`src/verilog/sxb_consts.svh`:
```
// Constants for the serial transceiver buffer and flag block.
// Assumes a single 100 MHz clock; included by the package and the design files.
`ifndef SXB_CONSTS_SVH
`define SXB_CONSTS_SVH
`define SXB_FIFO_DEPTH 16
`define SXB_DATA_W 9
`define SXB_CNT_W 4
`define SXB_SIZE_5 3'h0
`define SXB_SIZE_6 3'h1
`define SXB_SIZE_7 3'h2
`define SXB_SIZE_8 3'h3
`define SXB_SIZE_9 3'h7
`define SXB_BASE_BITS 4'h5
`define SXB_DIV_W 16
`define SXB_DIV_DEFAULT 16'h0363
`endif

```
`src/verilog/sxb_pkg.sv`:
```
// Types shared by the serial transceiver buffer block.
// Assumes the constants header is on the include path.
`include "sxb_consts.svh"
package sxb_pkg;
  typedef struct packed {
    logic ninth;
    logic [7:0] data;
    logic frame_err;
    logic overrun;
    logic parity_err;
  } sxb_rx_entry_t;
  typedef struct packed {
    logic [2:0] char_size;
    logic parity_enable;
    logic parity_odd;
    logic two_stop;
    logic sync_mode;
  } sxb_format_t;
endpackage

```
`src/verilog/sxb_fifo.sv`:
```
// Synchronous FIFO with valid/ready on both sides and a flush input.
// Assumes one clock, synchronous active-high reset and a clock enable.
`timescale 1ns/100ps
`include "sxb_consts.svh"
module sxb_fifo #(
  parameter int WIDTH = 12,
  parameter int DEPTH = `SXB_FIFO_DEPTH
) (
  input wire logic i_clock,
  input wire logic i_reset,
  input wire logic i_ce,
  input wire logic i_flush,
  input wire logic i_in_valid,
  input wire logic [WIDTH-1:0] i_in_data,
  output logic o_in_ready,
  output logic o_out_valid,
  output logic [WIDTH-1:0] o_out_data,
  input wire logic i_out_ready
);
  localparam int AW = $clog2(DEPTH);
  logic [WIDTH-1:0] mem [DEPTH];
  logic [AW-1:0] wr_q, wr_d, rd_q, rd_d;
  logic [AW:0] cnt_q, cnt_d;
  logic push, pop;

  always_comb begin
    push = i_in_valid && o_in_ready;
    pop = o_out_valid && i_out_ready;
    wr_d = wr_q;
    rd_d = rd_q;
    cnt_d = cnt_q;
    if (i_flush) begin
      wr_d = '0;
      rd_d = '0;
      cnt_d = '0;
    end else begin
      if (push) wr_d = AW'(wr_q + 1'b1);
      if (pop) rd_d = AW'(rd_q + 1'b1);
      cnt_d = (AW+1)'(cnt_q + push - pop);
    end
  end

  always_ff @(posedge i_clock) begin
    if (i_reset) begin
      wr_q <= '0;
      rd_q <= '0;
      cnt_q <= '0;
    end else if (i_ce) begin
      wr_q <= wr_d;
      rd_q <= rd_d;
      cnt_q <= cnt_d;
    end
  end

  always_ff @(posedge i_clock) begin
    if (i_ce && push && !i_flush) begin
      mem[wr_q] <= i_in_data;
    end
  end

  assign o_in_ready = (cnt_q != (AW+1)'(DEPTH));
  assign o_out_valid = (cnt_q != '0);
  assign o_out_data = mem[rd_q];
endmodule

```
`src/verilog/sxb_top.sv`:
```
// Transmit buffer, flags, parity, delayed disable, receiver and receive FIFO.
// Assumes one system clock; the transfer clock pin is sampled as a plain input.
`timescale 1ns/100ps
`include "sxb_consts.svh"
module sxb_top #(
  parameter logic [`SXB_DIV_W-1:0] BAUD_DIV = `SXB_DIV_DEFAULT
) (
  input wire logic I_CLOCK,
  input wire logic I_RESET,
  input wire logic I_CE,
  input wire sxb_pkg::sxb_format_t I_FORMAT,
  input wire logic I_TRANSMITTER_ENABLE,
  input wire logic I_RECEIVER_ENABLE,
  input wire logic I_TX_EMPTY_IRQ_ENABLE,
  input wire logic I_TX_COMPLETE_IRQ_ENABLE,
  input wire logic I_TX_NINTH_BIT,
  input wire logic I_DATA_WRITE,
  input wire logic [7:0] I_DATA_WDATA,
  input wire logic I_DATA_READ,
  input wire logic I_TX_COMPLETE_CLEAR,
  input wire logic I_TX_COMPLETE_IRQ_ACK,
  input wire logic I_RX_PIN,
  input wire logic I_TRANSFER_CLOCK_PIN,
  output logic O_TX_PIN,
  output logic O_TX_PIN_OVERRIDE,
  output logic O_RX_PIN_OVERRIDE,
  output logic O_TX_BUFFER_EMPTY_FLAG,
  output logic O_TX_COMPLETE_FLAG,
  output logic O_RX_COMPLETE_FLAG,
  output logic O_TX_EMPTY_IRQ,
  output logic O_TX_COMPLETE_IRQ,
  output sxb_pkg::sxb_rx_entry_t O_RX_HEAD
);
  typedef enum logic [1:0] {SXB_IDLE, SXB_START, SXB_BITS, SXB_STOP} sxb_state_t;

  // Bit tick: baud divider in asynchronous mode, rising transfer clock in synchronous mode.
  logic [`SXB_DIV_W-1:0] div_q, div_d;
  logic xck_q, xck_d, tick;
  always_comb begin
    xck_d = I_TRANSFER_CLOCK_PIN;
    div_d = (div_q == '0) ? BAUD_DIV : div_q - 1'b1;
    tick = I_FORMAT.sync_mode ? (I_TRANSFER_CLOCK_PIN && !xck_q) : (div_q == '0);
  end
  always_ff @(posedge I_CLOCK) begin
    if (I_RESET) begin
      div_q <= '0;
      xck_q <= 1'b0;
    end else if (I_CE) begin
      div_q <= div_d;
      xck_q <= xck_d;
    end
  end

  // Number of data bits and the data mask for the current character size.
  logic [`SXB_CNT_W-1:0] nbits;
  logic [8:0] dmask;
  always_comb begin
    nbits = (I_FORMAT.char_size == `SXB_SIZE_9) ? `SXB_CNT_W'(9) :
            `SXB_CNT_W'(`SXB_BASE_BITS + {1'b0, I_FORMAT.char_size[1:0]});
    dmask = 9'((10'h001 << nbits) - 10'h001);
  end

  // Transmitter.
  sxb_state_t tx_st_q, tx_st_d;
  logic [8:0] tbuf_q, tbuf_d, tsh_q, tsh_d;
  logic tfull_q, tfull_d, tcomp_q, tcomp_d, ten_q, ten_d, tpin_q, tpin_d;
  logic tpar_q, tpar_d, tstop2_q, tstop2_d;
  logic [`SXB_CNT_W-1:0] tcnt_q, tcnt_d;
  logic tx_done, tx_load;
  always_comb begin
    tx_st_d = tx_st_q;
    tbuf_d = tbuf_q;
    tsh_d = tsh_q;
    tfull_d = tfull_q;
    tcnt_d = tcnt_q;
    tpin_d = tpin_q;
    tpar_d = tpar_q;
    tstop2_d = tstop2_q;
    tx_done = 1'b0;
    tx_load = 1'b0;
    ten_d = ten_q;
    if (tick) begin
      unique case (tx_st_q)
        SXB_IDLE: tpin_d = 1'b1;
        SXB_START: begin
          tpin_d = 1'b0;
          tx_st_d = SXB_BITS;
          tcnt_d = '0;
        end
        SXB_BITS: begin
          if (tcnt_q < nbits) begin
            tpin_d = tsh_q[0];
            tpar_d = tpar_q ^ tsh_q[0];
            tsh_d = {1'b0, tsh_q[8:1]};
            tcnt_d = tcnt_q + 1'b1;
          end else begin
            tpin_d = tpar_q ^ I_FORMAT.parity_odd;
            tx_st_d = SXB_STOP;
            tcnt_d = '0;
          end
          if (tcnt_q == nbits - 1'b1 && !I_FORMAT.parity_enable) begin
            tx_st_d = SXB_STOP;
            tcnt_d = '0;
          end
        end
        SXB_STOP: begin
          tpin_d = 1'b1;
          tcnt_d = tcnt_q + 1'b1;
          if (tcnt_q == (tstop2_q ? `SXB_CNT_W'(2) : `SXB_CNT_W'(1))) begin
            tx_done = 1'b1;
            tx_st_d = SXB_IDLE;
          end
        end
      endcase
    end
    // Load straight after the last stop bit, or whenever idle.
    if ((tx_st_d == SXB_IDLE) && tfull_q && ten_q) begin
      tx_load = 1'b1;
      tx_st_d = SXB_START;
      // At the end of the last stop bit the next start bit goes out on the same tick, so frames abut.
      if (tx_done) begin
        tpin_d = 1'b0;
        tx_st_d = SXB_BITS;
        tcnt_d = '0;
      end
      tsh_d = tbuf_q & dmask;
      tpar_d = 1'b0;
      tstop2_d = I_FORMAT.two_stop;
      tfull_d = 1'b0;
    end
    if (I_DATA_WRITE && ten_q) begin
      tbuf_d = {I_TX_NINTH_BIT, I_DATA_WDATA};
      tfull_d = 1'b1;
    end
    // Judged on the next values, so a write in the same cycle keeps the transmitter on.
    if (I_TRANSMITTER_ENABLE) begin
      ten_d = 1'b1;
    end else if (!tfull_d && tx_st_d == SXB_IDLE) begin
      ten_d = 1'b0;
    end
    tcomp_d = tcomp_q;
    if (I_TX_COMPLETE_CLEAR || I_TX_COMPLETE_IRQ_ACK) tcomp_d = 1'b0;
    if (tx_done && !tx_load) tcomp_d = 1'b1;
  end
  always_ff @(posedge I_CLOCK) begin
    if (I_RESET) begin
      tx_st_q <= SXB_IDLE;
      tbuf_q <= '0;
      tsh_q <= '0;
      tfull_q <= 1'b0;
      tcomp_q <= 1'b0;
      ten_q <= 1'b0;
      tpin_q <= 1'b1;
      tcnt_q <= '0;
      tpar_q <= 1'b0;
      tstop2_q <= 1'b0;
    end else if (I_CE) begin
      tx_st_q <= tx_st_d;
      tbuf_q <= tbuf_d;
      tsh_q <= tsh_d;
      tfull_q <= tfull_d;
      tcomp_q <= tcomp_d;
      ten_q <= ten_d;
      tpin_q <= tpin_d;
      tcnt_q <= tcnt_d;
      tpar_q <= tpar_d;
      tstop2_q <= tstop2_d;
    end
  end

  // Receiver. One sample per bit, so a low sample on an idle line is taken as the start bit.
  sxb_state_t rx_st_q, rx_st_d;
  logic [8:0] rsh_q, rsh_d;
  logic [`SXB_CNT_W-1:0] rcnt_q, rcnt_d;
  logic rpar_q, rpar_d, rpbit_q, rpbit_d, rlost_q, rlost_d;
  logic push;
  sxb_pkg::sxb_rx_entry_t rx_entry;
  logic fifo_ready;
  always_comb begin
    rx_st_d = rx_st_q;
    rsh_d = rsh_q;
    rcnt_d = rcnt_q;
    rpar_d = rpar_q;
    rpbit_d = rpbit_q;
    rlost_d = rlost_q;
    push = 1'b0;
    rx_entry = '0;
    if (!I_RECEIVER_ENABLE) begin
      rx_st_d = SXB_IDLE;
      rlost_d = 1'b0;
    end else if (tick) begin
      unique case (rx_st_q)
        SXB_IDLE: begin
          if (!I_RX_PIN) begin
            rx_st_d = SXB_BITS;
            rcnt_d = '0;
            rsh_d = '0;
            rpar_d = 1'b0;
            if (!fifo_ready) rlost_d = 1'b1;
          end
        end
        // Never entered by the receiver; kept so the shared state type stays complete.
        SXB_START: rx_st_d = SXB_IDLE;
        SXB_BITS: begin
          rcnt_d = rcnt_q + 1'b1;
          if (rcnt_q < nbits) begin
            rsh_d = {1'b0, rsh_q[8:1]} | (I_RX_PIN ? (9'h001 << (nbits - 1'b1)) : 9'h000);
            rpar_d = rpar_q ^ I_RX_PIN;
          end else begin
            rpbit_d = I_RX_PIN;
          end
          if (rcnt_q == nbits - (I_FORMAT.parity_enable ? 1'b0 : 1'b1)) rx_st_d = SXB_STOP;
        end
        SXB_STOP: begin
          // The first stop bit ends the frame; a second one is seen as idle line.
          rx_st_d = SXB_IDLE;
          rx_entry.ninth = rsh_q[8];
          rx_entry.data = rsh_q[7:0];
          rx_entry.frame_err = !I_RX_PIN;
          rx_entry.overrun = rlost_q;
          rx_entry.parity_err = I_FORMAT.parity_enable &&
                                (rpar_q ^ rpbit_q ^ I_FORMAT.parity_odd);
          push = fifo_ready;
          if (fifo_ready) rlost_d = 1'b0;
          else rlost_d = 1'b1;
        end
      endcase
    end
  end
  always_ff @(posedge I_CLOCK) begin
    if (I_RESET) begin
      rx_st_q <= SXB_IDLE;
      rsh_q <= '0;
      rcnt_q <= '0;
      rpar_q <= 1'b0;
      rpbit_q <= 1'b0;
      rlost_q <= 1'b0;
    end else if (I_CE) begin
      rx_st_q <= rx_st_d;
      rsh_q <= rsh_d;
      rcnt_q <= rcnt_d;
      rpar_q <= rpar_d;
      rpbit_q <= rpbit_d;
      rlost_q <= rlost_d;
    end
  end

  logic head_valid;
  sxb_pkg::sxb_rx_entry_t head;
  // Reading data pops the head, so ninth bit and flags move together.
  sxb_fifo #(.WIDTH($bits(sxb_pkg::sxb_rx_entry_t)), .DEPTH(`SXB_FIFO_DEPTH)) u_fifo (
    .i_clock(I_CLOCK),
    .i_reset(I_RESET),
    .i_ce(I_CE),
    .i_flush(!I_RECEIVER_ENABLE),
    .i_in_valid(push),
    .i_in_data(rx_entry),
    .o_in_ready(fifo_ready),
    .o_out_valid(head_valid),
    .o_out_data(head),
    .i_out_ready(I_DATA_READ)
  );

  // Registered outputs.
  always_ff @(posedge I_CLOCK) begin
    if (I_RESET) begin
      O_TX_PIN <= 1'b1;
      O_TX_PIN_OVERRIDE <= 1'b0;
      O_RX_PIN_OVERRIDE <= 1'b0;
      O_TX_BUFFER_EMPTY_FLAG <= 1'b1;
      O_TX_COMPLETE_FLAG <= 1'b0;
      O_RX_COMPLETE_FLAG <= 1'b0;
      O_TX_EMPTY_IRQ <= 1'b0;
      O_TX_COMPLETE_IRQ <= 1'b0;
      O_RX_HEAD <= '0;
    end else if (I_CE) begin
      O_TX_PIN <= tpin_d;
      O_TX_PIN_OVERRIDE <= ten_d;
      O_RX_PIN_OVERRIDE <= I_RECEIVER_ENABLE;
      O_TX_BUFFER_EMPTY_FLAG <= !tfull_d;
      O_TX_COMPLETE_FLAG <= tcomp_d;
      O_RX_COMPLETE_FLAG <= head_valid && !(I_DATA_READ && !I_RECEIVER_ENABLE);
      O_TX_EMPTY_IRQ <= I_TX_EMPTY_IRQ_ENABLE && !tfull_d;
      O_TX_COMPLETE_IRQ <= I_TX_COMPLETE_IRQ_ENABLE && tcomp_d;
      O_RX_HEAD <= head_valid ? head : '0;
    end
  end
endmodule

```
`config.mk`:
```
export PLATFORM = sky130hd
export DESIGN_NAME = sxb_top
export DESIGN_NICKNAME = d
export VERILOG_FILES = /design/src/verilog/sxb_pkg.sv /design/src/verilog/sxb_fifo.sv /design/src/verilog/sxb_top.sv
export VERILOG_INCLUDE_DIRS = /design/src /design/src/verilog
export SDC_FILE = /design/constraint.sdc
export NUM_CORES = 1
export LEC_CHECK = 0
export BUFFER_PORTS_ARGS = -buffer_cell sky130_fd_sc_hd__buf_2
export CAP_MARGIN = 5
export CORE_ASPECT_RATIO = 0.75
export CORE_UTILIZATION = 30
export DETAILED_ROUTE_END_ITERATION = 8
export SLEW_MARGIN = 10
export SYNTH_ARGS = -nofsm -noshare
export SYNTH_HDL_FRONTEND = slang
export SYNTH_SLANG_ARGS = --single-unit
```
`constraint.sdc`:
```
create_clock -name I_CLOCK -period 3.3 [get_ports I_CLOCK]
set_input_delay 0.495 -clock I_CLOCK [delete_from_list [all_inputs] [get_ports I_CLOCK]]
set_output_delay 0.495 -clock I_CLOCK [all_outputs]
set_load 0.01 [all_outputs]
```
After elaboration in Yosys (flattened, before gate mapping). Memory sizes are Yosys's and may differ from the RTL's. A register that Yosys moved wholly into a read port is not among the register bits. Cells that the tools add are included. W data, S select, Z words.

Register bits after elaboration: 95. Bits in writable memories: 192. Memories: 1.

Memory list: u_fifo.mem (depth 16, bits a word 12, read ports 1, clocked after Yosys merged registers in 1, write ports 1, RTL line sxb_fifo.sv:21) `logic [WIDTH-1:0] mem [DEPTH];`.

$add $sub $neg: 11. $lt $le $gt $ge: 2. Equal/unequal tests: 20. Shift-type cells: 2. Muxes and demuxes: 77. Bitwise gates (word level): 8. Reduce and logical (&&, ||, !) cells: 48.

Operators with widths (number): $mux W9 (7); $mux W4 (13); $mux W12 (4); $mux W1 (32); $mux W2 (11); $pmux W9 S2 (1); $shl A1 B4 Y9 const A (2); $add A4 B1 Y4 const B (4); $logic_and A1 B1 Y1 (16); $logic_not A16 Y1 (1); $mux W16 (1); $sub A16 B1 Y16 const B (1); $reduce_and A5 Y1 (3); $pmux W2 S3 (2); $pmux W4 S3 (1); $reduce_and A2 Y1 (5); $reduce_bool A2 Y1 (5); $and A9 B9 Y9 (1); $ne A3 B3 Y1 const B (3); $or A8 B9 Y9 (1); $sub A9 B1 Y9 const B (1); $eq A2 B2 Y1 const B (4); $eq A4 B4 Y1 (2); $logic_not A2 Y1 (4); other kinds (25) (43).

Longest topological paths before layout.
Depth in word-level cells: 17. Gate-level depth with buffers: 16.

Cells and area by module. From an unflattened synthesis, not the netlist that was laid out.

Cell total of the unflattened synthesis: 978. Area, all modules: 12839.8 µm².

Modules (own cells, without submodules): sxb_fifo (instances 1, cells each 435, area an instance 8335.5 µm², seq. area each 6105.9 µm²); sxb_top (instances 1, cells each 543, area an instance 4504.3 µm², seq. area each 1641.6 µm²).

Worst setup path after synthesis. No wires, ideal clock.

Path kind: input to register. Start point: in I_FORMAT[4] in the netlist's numbering. End point: reg O_TX_PIN. Library setup time: 0.122 ns. Data arrival time: 2.981 ns. Required time: 3.178 ns. Slack: 0.197 ns. Stages: 13. Cells stage by stage: ha_1 > clkbuf_1 > a21boi_1 > inv_1 > ha_1 > nor2b_1 > o211ai_1 > nand2_1 > a32o_2 > a211oi_4 > buf_6 > nand2_1 > a221o_1.

Word-level cells in the longest chain between the ends: 12.

Ends and longest elaborated chain: from (decl) (RTL line sxb_top.sv:11) `input wire sxb_pkg::sxb_format_t I_FORMAT,`; $add A3 B2 Y4 (no line) or $eq A3 B3 Y1 (tied branches); $mux W4 * (RTL line sxb_top.sv:58) `` nbits = (I_FORMAT.char_size == `SXB_SIZE_9) ? `SXB_CNT_W'(9) : ``; $sub A4 B1 Y4 (RTL line sxb_top.sv:101) `if (tcnt_q == nbits - 1'b1 && !I_FORMAT.parity_enable) begin`; $eq A4 B4 Y1 (RTL line sxb_top.sv:101); $logic_and A1 B1 Y1 (RTL line sxb_top.sv:101); $mux W2 (RTL line sxb_top.sv:101); $pmux W2 S3 (RTL line sxb_top.sv:83) `unique case (tx_st_q)`; $mux W2 (RTL line sxb_top.sv:82) `if (tick) begin`; $logic_not A2 Y1 (RTL line sxb_top.sv:117) `if ((tx_st_d == SXB_IDLE) && tfull_q && ten_q) begin`; $logic_and A1 B1 Y1 (2 in a row) (RTL line sxb_top.sv:117); $mux W1 * (RTL line sxb_top.sv:117); to (signal assigned) (RTL line sxb_top.sv:277) `O_TX_PIN <= tpin_d;`; to (decl) (RTL line sxb_top.sv:24) `output logic O_TX_PIN,`.

Mark *: on every way between the ends. The rest lies on a longest branch, timed or not. A chain may end at the register's enable or synchronous reset.

Worst setup path after layout.
Start point: reg u_fifo.cnt_q[3]. End point: reg u_fifo.cnt_q[4].

Word-level cells in the longest chain between the ends: 8.

Ends and longest elaborated chain: from (decl) (RTL line sxb_fifo.sv:23) `logic [AW:0] cnt_q, cnt_d;`; from (signal assigned) (RTL line sxb_fifo.sv:51) `cnt_q <= cnt_d;`; $ne A5 B5 Y1 (RTL line sxb_fifo.sv:61) `assign o_in_ready = (cnt_q != (AW+1)'(DEPTH));`; $mux W1 (RTL line sxb_top.sv:192) `unique case (rx_st_q)`; $mux W1 (RTL line sxb_top.sv:191) `end else if (tick) begin`; $mux W1 (RTL line sxb_top.sv:188) `if (!I_RECEIVER_ENABLE) begin`; $logic_and A1 B1 Y1 (RTL line sxb_fifo.sv:27) `push = i_in_valid && o_in_ready;`; $add A5 B1 Y5 (RTL line sxb_fifo.sv:39) `cnt_d = (AW+1)'(cnt_q + push - pop);`; $sub A5 B1 Y5 * (RTL line sxb_fifo.sv:39); $mux W5 * (RTL line sxb_fifo.sv:32) `if (i_flush) begin`.

Marks and branches as above.

==> qor.yml <==
run_status:
  status: "finished clean"
synthesis:
  netlist_area_mm2: 0.01271
  synth_cell_types: 68
  ys_seq_elements: 291
  yosys_warnings: 0
  synth-main-ff-cell: "edfxtp_1"
  synth_area_per_cell_um2: 13.47
  synth_top_family_by_area: "multiplexers"
  yosys.area_share.simple_pct: 10.71
  synthArstFlopShare_pct: 0
  synth_compound_area_share_pct: 8.494
  netlist_instances: 944
  synthAdderAreaFrac_pct: 3.602
  synth_edf_count: 192
  synth-seq-area-share_pct: 60.94
  synthXorXnorAreaFrac_pct: 1.998
  synthMuxAreaShare_pct: 11.79
grt:
  grt_use_met2_pct: 20.80
  grtUsageMet3_pct: 2.344
  grtUsageTotal_pct: 13.62
  met1_usage_pct: 20.23
  antenna_found_initial: 0
  grt_overflow: 0
  top_usage_layer: "met2"
  grt_max_degree: 49
  grt_pass1_vias: 7845
  grt_pass1_wl_um: 45890
route:
  wirelength_um: 29250
  drc: 0
  drtAntennaViolNets: 0
  via_count: 7936
  wire_per_inst_um: 18.01
  viasPerCell: 4.887
  dr.pass1.iters: 5
  drt_iter0_markers: 661
clock_tree:
  cts_tree: "done"
  cts_root_buf: "clkbuf_16"
  clk_latency_ps: 550
  cts.sinks: 291
  numCtsBuffers: 29
  ctsLongestPathBuffers: 3
  path_clk_slew_ps: 60
  htree_levels: 1
sta:
  period_minus_slack_ps: 3046
  rsz0062_at_grt: "no"
  max_freq_mhz: 328.3
  final.period_utilization_pct: 92.31
  hold_viol: 0
  setup_viol: 0
  max_slew_margin_pct: 43.45
  tightest_slew_ps: 847.1
  clock-skew-final_ps: 13.37
  maxSlewViolCount: 0
  fin_tns_setup_ps: 0
layout:
  area_growth_pct: 17.73
  n_antenna_cell: 0
  layout-drive-gt1-share_pct: 22.67
  final_util_pct: 36.29
  layout.nets: 1105
  layout_common_cells: "edfxtp_1 (192), dfxtp_1 (97), nor2_1 (78), a21oi_1 (65), nand2_1 (62)"
  layout.cells.non_filler: 1624
  fill_cells: 3934
  final_common_cell: "edfxtp_1"
floorplanning:
  die_area_mm2: 0.04321
  pin_count: 49
  dieHeight_um: 180.3
  rows: 64
  die_x_um: 239.7
  core_mm2: 0.04124
  initial_core_util_pct: 30.83
worst_setup_path:
  crit_family: "adder cells"
  endpoint_kind: "register"
  crit_arrival_ps: 3470
  crit_slowest_cell: "fa_1"
  cp-start-kind: "register"
  required_ps: 3720
  crit_type: "register to register"
  critPathBufInv: 2
  slowest_delay_ps: 430
  cp_cell_sequence: "inv_1 -> ha_1 -> nand3b_1 -> and2_4 -> ha_1 -> inv_1 -> ha_1 -> fa_1 -> a21oi_1 -> nor2_1 -> nor2_1 -> xnor2_1 -> mux2_2 -> a22oi_1 -> nor2_1"
  crit_fanout: 7
flow_run:
  max_cap_viol_count: 0
power_and_ir_drop:
  leakage_nw: 4.642
  power-per-cell-area_mw_per_mm2: 541.8
  ir_drop_mv: 0.4226
placement:
  numPortBuffers: 48
  placed_cells: 1570
  hpwl_um: 19640
  gp_congestion: 0.8015
min_path:
  hold_class: "input port to register"
## worst reg2reg max path, stage by stage (launching register included)
cell and delay (ps):
dfxtp_1 310, inv_1 110, ha_1 200, nand3b_1 120, and2_4 200, ha_1 270
inv_1 40, ha_1 230, fa_1 430, a21oi_1 150, nor2_1 50, nor2_1 110
xnor2_1 150, mux2_2 350, a22oi_1 130, nor2_1 60
## routing by layer
metal | wire (um) | vias to the layer above
met2 | 12980 | 166
met4 | 452 | 0
met5 | 0 | -
met3 | 1441 | 28
li1 | - | 3775
met1 | 14380 | 3967
## Yosys cell counts (3+ instances only)
cell	number	area share [%]
nand3b_1	6	0.35
mux4_2	60	11
nor2_1	78	2.3
and3_1	7	0.34
o21a_1	3	0.18
nand3_1	19	0.75
a211oi_1	16	0.94
dfxtp_1	99	16
nor3_1	11	0.43
a31o_2	3	0.21
or3_1	8	0.39
edfxtp_1	192	45
o211ai_1	5	0.30
buf_1	10	0.30
or2_2	3	0.15
and2_1	30	1.5
a22oi_1	18	1.1
ha_1	35	3.4
clkbuf_1	34	1.0
o21ai_0	29	1.1
nand2b_1	5	0.25
xor2_1	11	0.76
nand4_1	3	0.15
or4_1	11	0.65
mux2i_1	8	0.63
nor2b_1	5	0.25
a21oi_1	65	2.6
inv_1	30	0.89
xnor2_1	18	1.2
nand2_1	62	1.8
mux2_2	6	0.53
o41ai_1	3	0.21
nor4_1	5	0.25
## registers in the layout (all words and copies together) (netlist names), 5 cells and up, named ones only
name,flops
rsh_q,9
div_q,16
u_fifo.cnt_q,5
tsh_q,9
tbuf_q,9
O_RX_HEAD,12
u_fifo.mem,192
## metrics by stage
stage | area (um^2) | hold WS (ps) | power [mW] | setup slack [ps]
final | 14970 | 182.4 | 8.108 | 253.8
after global routing | 14970 | 177.6 | 8.415 | 38.58
after CTS | 14950 | 163.1 | 8.178 | 170.9
after detailed placement | 13970 | 448.2 | 4.780 | 23.50
after global placement | 13970 | 441.4 | 4.765 | 88.14
after floorplan | 12720 | 431.1 | 4.541 | 197.2
## path summary, 6_finish.rpt
| path | from | endpoint | slack [ps] | cells past startpoint |
|---|---|---|---|---|
| setup / recovery | u_fifo.cnt_q[3] | u_fifo.cnt_q[4] | 250 | 15 |
| hold reg to reg | tbuf_q[0] | tbuf_q[0] | 450 | 2 |
| hold / removal | I_DATA_WDATA[3] | tbuf_q[3] | 180 | 3 |
| setup reg to reg | u_fifo.cnt_q[3] | u_fifo.cnt_q[4] | 250 | 15 |
## report_power, final
part           leakage (nW)  internal, mW  switching, mW
clock                 0.476          2.02           1.38
combinational          1.96         0.313          0.382
sequential             2.20          3.92         0.0976
total                  4.64          6.25           1.85
## cell type report
cell class / count / area (um^2) / area share, %
clock inverter: 14 / 178.9 / 1.196
sequential: 291 / 7752 / 51.80
timing repair buffer: 111 / 738.2 / 4.933
multi-input combinational: 576 / 4671 / 31.21
inverter: 31 / 116.4 / 0.7775
clock buffer: 40 / 807.0 / 5.393
tap: 561 / 701.9 / 4.690
## logic make-up after synthesis
| kind of cell | Yosys count |
|---|---|
| compound gates | 168 |
| xor+xnor | 29 |
| fa+ha+maj | 36 |
| buf+inv | 78 |
| flops | 291 |
| mux | 74 |
| other cells | 1 |
| simple gates | 267 |
## what timing repair did
item | CTS | global route
hold buffers | 0 | 0
setup buffers | 0 | 0
endpoints found under the setup margin | 0 | 1
resized for setup | 0 | 3
Note: power is estimated with default switching activity, not from simulation.
